==> src/acl_pkg.sv <==
// Notes on behaviour
// - mode field: standby, measure, level, pulse
// - range codes 00 8g, 10 4g, 01 2g
// - standby: no sampling, registers stay accessible
// - all axes sampled; 10-bit only at 8g
// - sample rate 125 Hz or 250 Hz
// - all axes done: ready bit set, ready pin too unless suppressed
// - ready held until an axis register read
// - overwrite of unread sample sets overrun
// - measure mode: no level or pulse detection
// - level mode measures; any axis combination enabled
// - polarity 0: any enabled axis >= threshold
// - polarity 1: all enabled axes <= threshold
// - one threshold, signed or absolute compare
// - control bit routes event to pin a or b
// - detection source register mirrors detection status
// - event latched until host sets clear bit
// - self-test shifts z output by 1g
// - pulse duration 0.5 to 127 ms, 0.5 steps
// - latency 1-150 ms, window 0-250 ms
// - threshold has 128 levels, zero to full scale, in absolute compare; signed compare uses all 8 bits
// - detection path runs at 600 Hz
// - bandwidth bit: 0 62.5 Hz, 1 125 Hz
package acl_pkg;

  // clock and rates
  localparam int unsigned CLK_HZ      = 10_000_000;
  localparam int unsigned RATE_LO_HZ  = 125;
  localparam int unsigned RATE_HI_HZ  = 250;
  localparam int unsigned DET_HZ      = 600;
  localparam int unsigned RATE_LO_CYC = CLK_HZ / RATE_LO_HZ;
  localparam int unsigned RATE_HI_CYC = CLK_HZ / RATE_HI_HZ;
  localparam int unsigned DET_CYC     = CLK_HZ / DET_HZ;
  localparam int unsigned TMR_W       = 17;

  // detection timer limits
  localparam int unsigned PDUR_STEP_US = 500;
  localparam int unsigned PDUR_MAX_MS  = 127;
  localparam logic [7:0]  PDUR_MAX     =
    8'(PDUR_MAX_MS * 1000 / PDUR_STEP_US);
  localparam logic [7:0]  LAT_MAX_MS   = 8'h96;
  localparam logic [7:0]  TW_MAX_MS    = 8'hFA;
  localparam logic [7:0]  TMR_MIN      = 8'h01;

  // self-test deflection, 1g at 64 LSB/g on the 10-bit scale
  localparam logic [10:0] SELFTEST_LSB = 11'h040;

  // register offsets
  localparam logic [7:0] ADDR_XL     = 8'h00;
  localparam logic [7:0] ADDR_XH     = 8'h01;
  localparam logic [7:0] ADDR_YL     = 8'h02;
  localparam logic [7:0] ADDR_YH     = 8'h03;
  localparam logic [7:0] ADDR_ZL     = 8'h04;
  localparam logic [7:0] ADDR_ZH     = 8'h05;
  localparam logic [7:0] ADDR_X8     = 8'h06;
  localparam logic [7:0] ADDR_Y8     = 8'h07;
  localparam logic [7:0] ADDR_Z8     = 8'h08;
  localparam logic [7:0] ADDR_STATUS = 8'h09;
  localparam logic [7:0] ADDR_DETSRC = 8'h0A;
  localparam logic [7:0] ADDR_MODE   = 8'h16;
  localparam logic [7:0] ADDR_LATCLR = 8'h17;
  localparam logic [7:0] ADDR_CTL1   = 8'h18;
  localparam logic [7:0] ADDR_CTL2   = 8'h19;
  localparam logic [7:0] ADDR_THR    = 8'h1A;
  localparam logic [7:0] ADDR_PDUR   = 8'h1C;
  localparam logic [7:0] ADDR_LAT    = 8'h1D;
  localparam logic [7:0] ADDR_TW     = 8'h1E;

  // reset values
  localparam logic [7:0] MODE_RST = 8'h00;
  localparam logic [7:0] CTL1_RST = 8'h00;
  localparam logic [7:0] CTL2_RST = 8'h00;
  localparam logic [7:0] THR_RST  = 8'h00;
  localparam logic [7:0] TMR_RST  = 8'h00;

  // control 1 field positions
  localparam int unsigned CTL1_PIN_SEL = 0;
  localparam int unsigned CTL1_XDIS    = 3;
  localparam int unsigned CTL1_ABS     = 6;
  localparam int unsigned CTL1_BW      = 7;
  // control 2 field position
  localparam int unsigned CTL2_POL     = 0;
  // status field positions
  localparam int unsigned ST_READY     = 0;
  localparam int unsigned ST_OVR       = 1;

  typedef enum logic [1:0] {
    MODE_STANDBY = 2'b00,
    MODE_MEASURE = 2'b01,
    MODE_LEVEL   = 2'b10,
    MODE_PULSE   = 2'b11
  } acl_op_mode_t;

  typedef enum logic [1:0] {
    RANGE_8G = 2'b00,
    RANGE_2G = 2'b01,
    RANGE_4G = 2'b10,
    RANGE_XX = 2'b11
  } acl_range_t;

  typedef struct packed {
    logic         reserved;
    logic         ready_pin_suppress;
    logic         three_wire_serial_sel;
    logic         selftest_on;
    acl_range_t   range_select;
    acl_op_mode_t mode;
  } acl_mode_reg_t;

  typedef struct packed {
    logic [7:0] addr;
    logic [7:0] wdata;
    logic       wr;
    logic       rd;
  } acl_reg_req_t;

endpackage

==> src/acl_level_cmp.sv <==
`timescale 1ns/1ps
module acl_level_cmp
  import acl_pkg::*;
(
  // axis sample and threshold
  input  wire logic [7:0] value_i,
  input  wire logic [7:0] thr_i,
  input  wire logic       abs_i,
  // compare results
  output logic            ge_o,
  output logic            le_o
);

  logic [7:0] mag;
  logic [7:0] thr_mag;

  always_comb begin
    mag     = value_i[7] ? 8'(-value_i) : value_i;
    thr_mag = {1'b0, thr_i[6:0]};
    if (abs_i) begin
      ge_o = mag >= thr_mag;
      le_o = mag <= thr_mag;
    end else begin
      ge_o = $signed(value_i) >= $signed(thr_i);
      le_o = $signed(value_i) <= $signed(thr_i);
    end
  end

endmodule

==> src/acl_ctrl.sv <==
`timescale 1ns/1ps
module acl_ctrl
  import acl_pkg::*;
#(
  parameter int unsigned RATE_LO_CYCLES = RATE_LO_CYC,
  parameter int unsigned RATE_HI_CYCLES = RATE_HI_CYC,
  parameter int unsigned DET_CYCLES     = DET_CYC
)(
  // clock and reset
  input  wire logic          clock_i,
  input  wire logic          reset_i,
  // register access from the serial host port
  input  wire acl_reg_req_t  reg_req_i,
  output logic [7:0]         reg_rdata_o,
  // raw 10-bit samples from the sensing cell, 64 LSB/g
  input  wire logic [9:0]    acc_x_i,
  input  wire logic [9:0]    acc_y_i,
  input  wire logic [9:0]    acc_z_i,
  // pins
  output logic               sense_enable_o,
  output logic               sample_ready_o,
  output logic               interrupt_out_a_o,
  output logic               interrupt_out_b_o
);

  ////////////////////////////////////////////////////////////////////////////
  // state

  acl_mode_reg_t mode_q, mode_d;
  logic [7:0]    ctl1_q, ctl1_d, ctl2_q, ctl2_d, thr_q, thr_d;
  logic [7:0]    pdur_q, pdur_d, lat_q, lat_d, tw_q, tw_d;
  logic [1:0]    latclr_q, latclr_d, int_q, int_d;
  logic [2:0]    src_q, src_d;
  logic [9:0]    xv_q, xv_d, yv_q, yv_d, zv_q, zv_d;
  logic          ready_q, ready_d, ovr_q, ovr_d;
  logic [7:0]    rdata_q, rdata_d;
  logic [TMR_W-1:0] samp_cnt_q, samp_cnt_d, det_cnt_q, det_cnt_d;

  logic          running, det_on, samp_fire, det_fire, hit;
  logic          axis_rd, motion, freefall;
  logic [TMR_W-1:0] samp_lim;
  logic [2:0]    en, ge, le;
  logic [9:0]    z_st;
  logic [7:0]    x8, y8, z8;

  ////////////////////////////////////////////////////////////////////////////
  // scaling

  function automatic logic [7:0] sat8(input logic [9:0] v);
    if (v[9:7] == 3'b000 || v[9:7] == 3'b111)
      return v[7:0];
    return v[9] ? 8'h80 : 8'h7F;
  endfunction

  // 8g keeps the top bits, 4g and 2g gain up and saturate
  function automatic logic [7:0] scale8(input logic [9:0] raw,
                                        input acl_range_t r);
    case (r)
      RANGE_2G: return sat8(raw);
      RANGE_4G: return sat8({raw[9], raw[9:1]});
      default:  return raw[9:2];
    endcase
  endfunction

  function automatic logic [9:0] sat10(input logic [10:0] s);
    if (s[10] == s[9])
      return s[9:0];
    return s[10] ? 10'h200 : 10'h1FF;
  endfunction

  // 8-bit view of a held sample: top bits at 8g, scaled value otherwise
  function automatic logic [7:0] view8(input logic [9:0] v,
                                       input acl_range_t r);
    return (r == RANGE_8G) ? v[9:2] : v[7:0];
  endfunction

  ////////////////////////////////////////////////////////////////////////////
  // live values and level compare

  always_comb begin
    z_st = mode_q.selftest_on ?
      sat10({acc_z_i[9], acc_z_i} + SELFTEST_LSB) : acc_z_i;
    x8   = scale8(acc_x_i, mode_q.range_select);
    y8   = scale8(acc_y_i, mode_q.range_select);
    z8   = scale8(z_st, mode_q.range_select);
    en   = ~ctl1_q[CTL1_XDIS +: 3];
  end

  acl_level_cmp u_cmp_x (
    .value_i (x8),
    .thr_i   (thr_q),
    .abs_i   (ctl1_q[CTL1_ABS]),
    .ge_o    (ge[0]),
    .le_o    (le[0])
  );
  acl_level_cmp u_cmp_y (
    .value_i (y8),
    .thr_i   (thr_q),
    .abs_i   (ctl1_q[CTL1_ABS]),
    .ge_o    (ge[1]),
    .le_o    (le[1])
  );
  acl_level_cmp u_cmp_z (
    .value_i (z8),
    .thr_i   (thr_q),
    .abs_i   (ctl1_q[CTL1_ABS]),
    .ge_o    (ge[2]),
    .le_o    (le[2])
  );

  ////////////////////////////////////////////////////////////////////////////
  // timers

  always_comb begin
    running  = mode_q.mode != MODE_STANDBY;
    det_on   = mode_q.mode == MODE_LEVEL ||
               mode_q.mode == MODE_PULSE;
    samp_lim = ctl1_q[CTL1_BW] ? TMR_W'(RATE_HI_CYCLES - 1)
                               : TMR_W'(RATE_LO_CYCLES - 1);
    samp_fire  = running && samp_cnt_q >= samp_lim;
    det_fire   = det_on && det_cnt_q >= TMR_W'(DET_CYCLES - 1);
    samp_cnt_d = (!running || samp_fire) ? '0 : samp_cnt_q + 1'b1;
    det_cnt_d  = (!det_on || det_fire) ? '0 : det_cnt_q + 1'b1;
  end

  always_ff @(posedge clock_i or posedge reset_i) begin
    if (reset_i) begin
      samp_cnt_q <= '0;
      det_cnt_q  <= '0;
    end else begin
      samp_cnt_q <= samp_cnt_d;
      det_cnt_q  <= det_cnt_d;
    end
  end

  ////////////////////////////////////////////////////////////////////////////
  // registers, samples, detection

  always_comb begin
    mode_d   = mode_q;
    ctl1_d   = ctl1_q;
    ctl2_d   = ctl2_q;
    thr_d    = thr_q;
    pdur_d   = pdur_q;
    lat_d    = lat_q;
    tw_d     = tw_q;
    latclr_d = latclr_q;
    xv_d     = xv_q;
    yv_d     = yv_q;
    zv_d     = zv_q;
    rdata_d  = rdata_q;
    ready_d  = ready_q;
    ovr_d    = ovr_q;
    motion   = |(en & ge);
    freefall = (en != 3'b000) && (&(~en | le));
    hit      = det_fire && (ctl2_q[CTL2_POL] ? freefall : motion);
    axis_rd  = reg_req_i.rd && reg_req_i.addr <= ADDR_Z8;

    if (reg_req_i.wr) begin
      if (reg_req_i.addr == ADDR_MODE) begin
        mode_d          = acl_mode_reg_t'(reg_req_i.wdata);
        mode_d.reserved = 1'b0;
      end else if (reg_req_i.addr == ADDR_LATCLR) begin
        latclr_d = reg_req_i.wdata[1:0];
      end else if (reg_req_i.addr == ADDR_CTL1) begin
        ctl1_d = reg_req_i.wdata;
      end else if (reg_req_i.addr == ADDR_CTL2) begin
        ctl2_d = reg_req_i.wdata;
      end else if (reg_req_i.addr == ADDR_THR) begin
        thr_d = reg_req_i.wdata;
      end else if (reg_req_i.addr == ADDR_PDUR) begin
        pdur_d = (reg_req_i.wdata < TMR_MIN) ? TMR_MIN :
                 (reg_req_i.wdata > PDUR_MAX) ? PDUR_MAX :
                 reg_req_i.wdata;
      end else if (reg_req_i.addr == ADDR_LAT) begin
        lat_d = (reg_req_i.wdata < TMR_MIN) ? TMR_MIN :
                (reg_req_i.wdata > LAT_MAX_MS) ? LAT_MAX_MS :
                reg_req_i.wdata;
      end else if (reg_req_i.addr == ADDR_TW) begin
        tw_d = (reg_req_i.wdata > TW_MAX_MS) ? TW_MAX_MS
                                             : reg_req_i.wdata;
      end
    end

    // read side: clears come first so a same-cycle sample still sets
    if (axis_rd)
      ready_d = 1'b0;
    if (reg_req_i.rd && reg_req_i.addr == ADDR_STATUS)
      ovr_d = 1'b0;
    if (samp_fire) begin
      xv_d = (mode_q.range_select == RANGE_8G) ? acc_x_i
                                               : 10'({{2{x8[7]}}, x8});
      yv_d = (mode_q.range_select == RANGE_8G) ? acc_y_i
                                               : 10'({{2{y8[7]}}, y8});
      zv_d = (mode_q.range_select == RANGE_8G) ? z_st
                                               : 10'({{2{z8[7]}}, z8});
      ready_d = 1'b1;
      if (ready_q && !axis_rd)
        ovr_d = 1'b1;
    end

    if (reg_req_i.rd) begin
      if (reg_req_i.addr == ADDR_XL)          rdata_d = xv_q[7:0];
      else if (reg_req_i.addr == ADDR_XH)     rdata_d = {{6{xv_q[9]}}, xv_q[9:8]};
      else if (reg_req_i.addr == ADDR_YL)     rdata_d = yv_q[7:0];
      else if (reg_req_i.addr == ADDR_YH)     rdata_d = {{6{yv_q[9]}}, yv_q[9:8]};
      else if (reg_req_i.addr == ADDR_ZL)     rdata_d = zv_q[7:0];
      else if (reg_req_i.addr == ADDR_ZH)     rdata_d = {{6{zv_q[9]}}, zv_q[9:8]};
      else if (reg_req_i.addr == ADDR_X8)
        rdata_d = view8(xv_q, mode_q.range_select);
      else if (reg_req_i.addr == ADDR_Y8)
        rdata_d = view8(yv_q, mode_q.range_select);
      else if (reg_req_i.addr == ADDR_Z8)
        rdata_d = view8(zv_q, mode_q.range_select);
      else if (reg_req_i.addr == ADDR_STATUS) rdata_d = {6'h00, ovr_q, ready_q};
      else if (reg_req_i.addr == ADDR_DETSRC) rdata_d = {src_q, 3'h0, int_q};
      else if (reg_req_i.addr == ADDR_MODE)   rdata_d = mode_q;
      else if (reg_req_i.addr == ADDR_LATCLR) rdata_d = {6'h00, latclr_q};
      else if (reg_req_i.addr == ADDR_CTL1)   rdata_d = ctl1_q;
      else if (reg_req_i.addr == ADDR_CTL2)   rdata_d = ctl2_q;
      else if (reg_req_i.addr == ADDR_THR)    rdata_d = thr_q;
      else if (reg_req_i.addr == ADDR_PDUR)   rdata_d = pdur_q;
      else if (reg_req_i.addr == ADDR_LAT)    rdata_d = lat_q;
      else if (reg_req_i.addr == ADDR_TW)     rdata_d = tw_q;
      else                                    rdata_d = 8'h00;
    end
  end

  // latched events; a held clear bit blocks setting
  always_comb begin
    int_d = int_q;
    src_d = src_q;
    if (hit && !ctl1_q[CTL1_PIN_SEL] && !latclr_q[0])
      int_d[0] = 1'b1;
    if (hit && ctl1_q[CTL1_PIN_SEL] && !latclr_q[1])
      int_d[1] = 1'b1;
    if (hit && latclr_q == 2'b00)
      src_d = src_q | (en & (ctl2_q[CTL2_POL] ? le : ge));
    if (latclr_q[0])
      int_d[0] = 1'b0;
    if (latclr_q[1])
      int_d[1] = 1'b0;
    if (latclr_q != 2'b00)
      src_d = 3'b000;
  end

  always_ff @(posedge clock_i or posedge reset_i) begin
    if (reset_i) begin
      mode_q   <= acl_mode_reg_t'(MODE_RST);
      ctl1_q   <= CTL1_RST;
      ctl2_q   <= CTL2_RST;
      thr_q    <= THR_RST;
      pdur_q   <= TMR_RST;
      lat_q    <= TMR_RST;
      tw_q     <= TMR_RST;
      latclr_q <= 2'b00;
      int_q    <= 2'b00;
      src_q    <= 3'b000;
      xv_q     <= 10'h000;
      yv_q     <= 10'h000;
      zv_q     <= 10'h000;
      ready_q  <= 1'b0;
      ovr_q    <= 1'b0;
      rdata_q  <= 8'h00;
    end else begin
      mode_q   <= mode_d;
      ctl1_q   <= ctl1_d;
      ctl2_q   <= ctl2_d;
      thr_q    <= thr_d;
      pdur_q   <= pdur_d;
      lat_q    <= lat_d;
      tw_q     <= tw_d;
      latclr_q <= latclr_d;
      int_q    <= int_d;
      src_q    <= src_d;
      xv_q     <= xv_d;
      yv_q     <= yv_d;
      zv_q     <= zv_d;
      ready_q  <= ready_d;
      ovr_q    <= ovr_d;
      rdata_q  <= rdata_d;
    end
  end

  assign reg_rdata_o       = rdata_q;
  assign sense_enable_o    = running;
  assign sample_ready_o    = ready_q && !mode_q.ready_pin_suppress;
  assign interrupt_out_a_o = int_q[0];
  assign interrupt_out_b_o = int_q[1];

  ////////////////////////////////////////////////////////////////////////////
  // checks

  a_standby_no_sample: assert property (@(posedge clock_i) disable iff (reset_i)
    mode_q.mode == MODE_STANDBY |=> $stable(xv_q) && $stable(zv_q))
    else $error("sample taken in standby");
  a_ready_after_sample: assert property (@(posedge clock_i) disable iff (reset_i)
    samp_fire |=> ready_q ##0 ($past(ready_q) || !ovr_q || $past(ovr_q)))
    else $error("ready not set after sample");
  a_axis_read_clear: assert property (@(posedge clock_i) disable iff (reset_i)
    axis_rd && !samp_fire |=> !sample_ready_o)
    else $error("ready pin not dropped by axis read");
  a_overrun_set: assert property (@(posedge clock_i) disable iff (reset_i)
    samp_fire && ready_q && !axis_rd |=> ovr_q)
    else $error("overrun missed");
  a_measure_no_event: assert property (@(posedge clock_i) disable iff (reset_i)
    mode_q.mode == MODE_MEASURE |=> !$rose(int_q[0]) && !$rose(int_q[1]))
    else $error("detection in measure mode");
  a_motion_routed_a: assert property (@(posedge clock_i) disable iff (reset_i)
    det_fire && !ctl2_q[CTL2_POL] && |(en & ge) && !ctl1_q[CTL1_PIN_SEL]
    && latclr_q == 2'b00 |=> interrupt_out_a_o && !$rose(int_q[1]))
    else $error("motion not routed to pin a");
  a_freefall_routed_b: assert property (@(posedge clock_i) disable iff (reset_i)
    det_fire && ctl2_q[CTL2_POL] && en == 3'b111 && le == 3'b111
    && ctl1_q[CTL1_PIN_SEL] && latclr_q == 2'b00 |=> interrupt_out_b_o)
    else $error("freefall not routed to pin b");
  a_latch_holds: assert property (@(posedge clock_i) disable iff (reset_i)
    int_q[0] && latclr_q == 2'b00 |=> int_q[0] && src_q >= $past(src_q))
    else $error("latched event lost");
  a_clear_blocks: assert property (@(posedge clock_i) disable iff (reset_i)
    latclr_q[1] |=> !interrupt_out_b_o)
    else $error("pin b set while clear held");
  a_timer_limits: assert property (@(posedge clock_i) disable iff (reset_i)
    lat_q <= LAT_MAX_MS && tw_q <= TW_MAX_MS && pdur_q <= PDUR_MAX)
    else $error("timer register out of range");
  a_selftest_shift: assert property (@(posedge clock_i) disable iff (reset_i)
    samp_fire && mode_q.selftest_on && mode_q.range_select == RANGE_8G
    && acc_z_i == 10'h000 |=> zv_q == 10'h040)
    else $error("self-test shift wrong");

  c_ready:    cover property (@(posedge clock_i) disable iff (reset_i)
    $rose(ready_q));
  c_overrun:  cover property (@(posedge clock_i) disable iff (reset_i)
    $rose(ovr_q));
  c_int_a:    cover property (@(posedge clock_i) disable iff (reset_i)
    $rose(interrupt_out_a_o));
  c_int_b:    cover property (@(posedge clock_i) disable iff (reset_i)
    $rose(interrupt_out_b_o));

endmodule

==> config.mk <==
export PLATFORM = sky130hd
export DESIGN_NAME = acl_ctrl
export DESIGN_NICKNAME = d
export VERILOG_FILES = /design/src/acl_pkg.sv /design/src/acl_level_cmp.sv /design/src/acl_ctrl.sv
export SDC_FILE = /design/constraint.sdc
export NUM_CORES = 1
export LEC_CHECK = 0
export ABC_AREA = 1
export BUFFER_PORTS_ARGS = -buffer_cell sky130_fd_sc_hd__buf_4
export CORE_MARGIN = 2
export CORE_UTILIZATION = 25
export CTS_CLUSTER_SIZE = 40
export DETAILED_ROUTE_END_ITERATION = 16
export PLACE_DENSITY = 0.47
export SYNTH_ARGS = -nofsm -noshare
export SYNTH_HDL_FRONTEND = slang
export SYNTH_SLANG_ARGS = --single-unit
==> constraint.sdc <==
create_clock -name clock_i -period 13.2 [get_ports clock_i]
set_input_delay 3.96 -clock clock_i [delete_from_list [all_inputs] [get_ports clock_i]]
set_output_delay 3.96 -clock clock_i [all_outputs]
set_load 0.1 [all_outputs]
==> reports/summary.txt <==
outcome - completed
VDD IR-drop max - 0.09284 mV
IO buf count - 61
Yosys cell types - 51
Mapped Area - 0.009822 mm²
initial core utilization - 25.36%
ys async rst share - 100.0%
Tot GR Track Use - 15.51%
critical path class - primary input to flip-flop
Seq/Total Area, Yosys - 34.65%
TritonCTS buffer count - 17
share of the synthesized area in the top cell type - 34.65%
number of synthesized flops with an enable pin - 0
CTS max path bufs - 2
Slew @ Worst Pin - 0.9092 ns
share of cells above drive strength 1 - 9.606%
DRT iter0 DRCs - 769
vias in the first global route - 8729
RSZ-0062 raised after global routing - no
placed cell area - 0.01085 mm²
CP endpoint kind - flip-flop
site row count - 72
Antenna Nets Post-Route - 0
Post-Syn Instances - 1380
syn avg cell area - 7.117 µm²
worst reg2reg path depth - 23
Die Y - 202.2 µm
IO Count - 62
Worst slew margin - 38.92%
top_reg_cell synth - dfrtp_1
Critical Path RT - 13.52 ns
fin crit share - 56.29%
Met1 Wirelength - 15260 µm
worst setup path end - src_q[2]
Die Area - 0.04089 mm²
setup slack, reg-to-reg - 8.55 ns
grt ovf - 0
Resized cells post-CTS - 0
top post-synthesis cells by count - nand2_1, inv_1, o21ai_0, dfrtp_1, nor2_1
pin count of the biggest net entering global routing - 78
WP data arrival - 7.75 ns
Filler cells - 4284
worst skew pair latency - 0.43 ns
Synth Warn # - 0
wire length of the first global-routing pass - 49700 µm
max incr delay on CP - 0.35 ns
r2r startpoint - mode_q[2]
metal3 WL - 1279 µm
area leader, netlist - dfrtp_1
DRT Wirelength - 31610 µm
FMAX - 0.1346 GHz
min cycle time layout - 7.430 ns
Total Neg Setup Slack - 0 ns
cts hold-fix bufs - 0
Leak - 5.202 nW
GPL Wtd Cong - 0.8712
HP Class - flip-flop to flip-flop
FF+latch count, synth - 136
initial antenna violation count - 0
CTS tree - done
DR vias - 9368
max-slew violation count - 0
CP Launch Type - primary input
met2 WL - 14560 µm
crit path from - acc_x_i[8]
drt pass-1 iters - 5
Core Area - 0.03874 mm²
RR Endpoint - src_q[2]
pwr/cell area - 107.1 mW/mm²
top-count cell post-synth - nand2_1
highest routed layer - met4
final setup vio count - 0
die width - 202.2 µm
clock sinks - 136
CTS clk-pin slew, worst paths - 0.06 ns
CTS root buf - clkbuf_16
layout net count - 1545
HPWL Detailed - 24190 µm
H-tree depth - 4
post-CTS setup buffers - 0
DR vias/cell - 4.767
Area growth, synth to finish - 16.57%
synth top area cells - dfrtp_1, nand2_1, o21ai_0, ha_1, inv_1
Final Hold Viols - 0
number of diodes - 0
Crit path top cell by count - o21ai_0
total of max-cap violations - 0
CP max FO - 8
wire per inst - 16.09 µm
final instance area - 0.01145 mm²
Clock Skews - 0.009695 ns
DRC Markers - 0
Crit-path slowest cell - a21oi_1
-- worst min-delay path by stage --
stage               slack, ns        endpoint            from  cells after the start
finish                   0.46   samp_cnt_q[0]   samp_cnt_q[0]                      1
CTS                      0.47   samp_cnt_q[0]   samp_cnt_q[0]                      1
floorplan                0.43   samp_cnt_q[0]   samp_cnt_q[0]                      1
global route             0.49  reg_rdata_o[0]  reg_rdata_o[0]                      2
global placement         0.45   samp_cnt_q[0]   samp_cnt_q[0]                      1
detailed placement       0.46   samp_cnt_q[0]   samp_cnt_q[0]                      1
-- worst max-delay path, delay by kind of cell --
family,cells,cell delay [ns]
AOI/OAI and AO/OA,11,1.89
adders and majority gates,3,0.95
and+or+nand+nor,9,0.69
buffers and inverters,3,0.25
-- state kept, by name, summed over array words and instances, names as in the netlist, 10 cells and up --
| signal | cells |
|---|---|
| xv_q | 10 |
| zv_q | 10 |
| samp_cnt_q | 17 |
| det_cnt_q | 17 |
| yv_q | 10 |
-- power breakdown --
part	internal (W)	switching [W]	leakage (nW)	total (W)
Sequential	0.000434	0.0000132	1.69	0.000447
Clock	0.000291	0.000196	0.288	0.000487
Combinational	0.0000918	0.000201	3.22	0.000292
-- logic make-up after synthesis --
logic type      Yosys count  synth area share [%]
flops                   136                 34.65
compound gates          360                 21.25
buf+inv                 225                 8.739
simple gates            579                 25.95
fa+ha+maj                61                 7.771
other cells               1               0.03818
xor+xnor                 18                 1.605
-- area by class of cell --
type / instances / area (µm²) / share of cell area, %
inverter: 190 / 718.2 / 6.273
multi-input combinational: 1020 / 5564 / 48.60
timing repair buffer: 69 / 518.0 / 4.524
clock inverter: 12 / 141.4 / 1.235
sequential: 136 / 3403 / 29.72
tap: 518 / 648.1 / 5.661
clock buffer: 20 / 456.7 / 3.989
-- layer usage --
layer	global-route usage, %	vias to the layer above
met3	2.951	27
met1	21.60	4381
met5	0	-
met4	4.067	0
li1	-	4765
met2	24.59	195
-- placed cells by master, fill, tap and decap left out, types with 3 or more instances in the layout --
cell,synthesis,layout
clkinv_1,4,4
dfrtp_1,136,136
a21oi_2,5,5
xor2_1,17,17
nand4_1,36,36
nand2_2,15,15
a21oi_1,90,90
inv_1,185,184
nor3b_1,13,13
nand2_1,302,302
a21oi_4,4,4
nand2_4,3,3
buf_4,1,69
clkinv_4,0,4
nor2_4,3,3
o22ai_1,6,6
nor2_1,107,107
o21a_1,4,4
o2111ai_1,6,6
inv_6,0,4
nand3_1,56,56
o31ai_1,4,4
nand3_2,3,3
nor3_1,32,32
o21ai_0,175,175
clkbuf_16,0,17
a22o_1,4,4
a211oi_1,9,9
ha_1,61,61
a22oi_1,4,4
nor2_2,3,3
a31oi_1,6,6
o211ai_1,28,28
-- stage by stage --
stage          instances  worst slack (ns)  util [%]  hold slack [ns]  power (W)
2_1_floorplan       1381             5.601         -           0.4329  0.0006617
3_3_place_gp        1933             5.431     28.01           0.4509  0.0007433
3_5_place_dp        1933             5.321     28.01           0.4613  0.0007469
4_1_cts             1965             5.776     29.56           0.4702   0.001237
5_1_grt             1965             5.280     29.56           0.4891   0.001294
6_report            1965             5.770     29.56           0.4628   0.001226
Power figures use the tool's default switching activity.
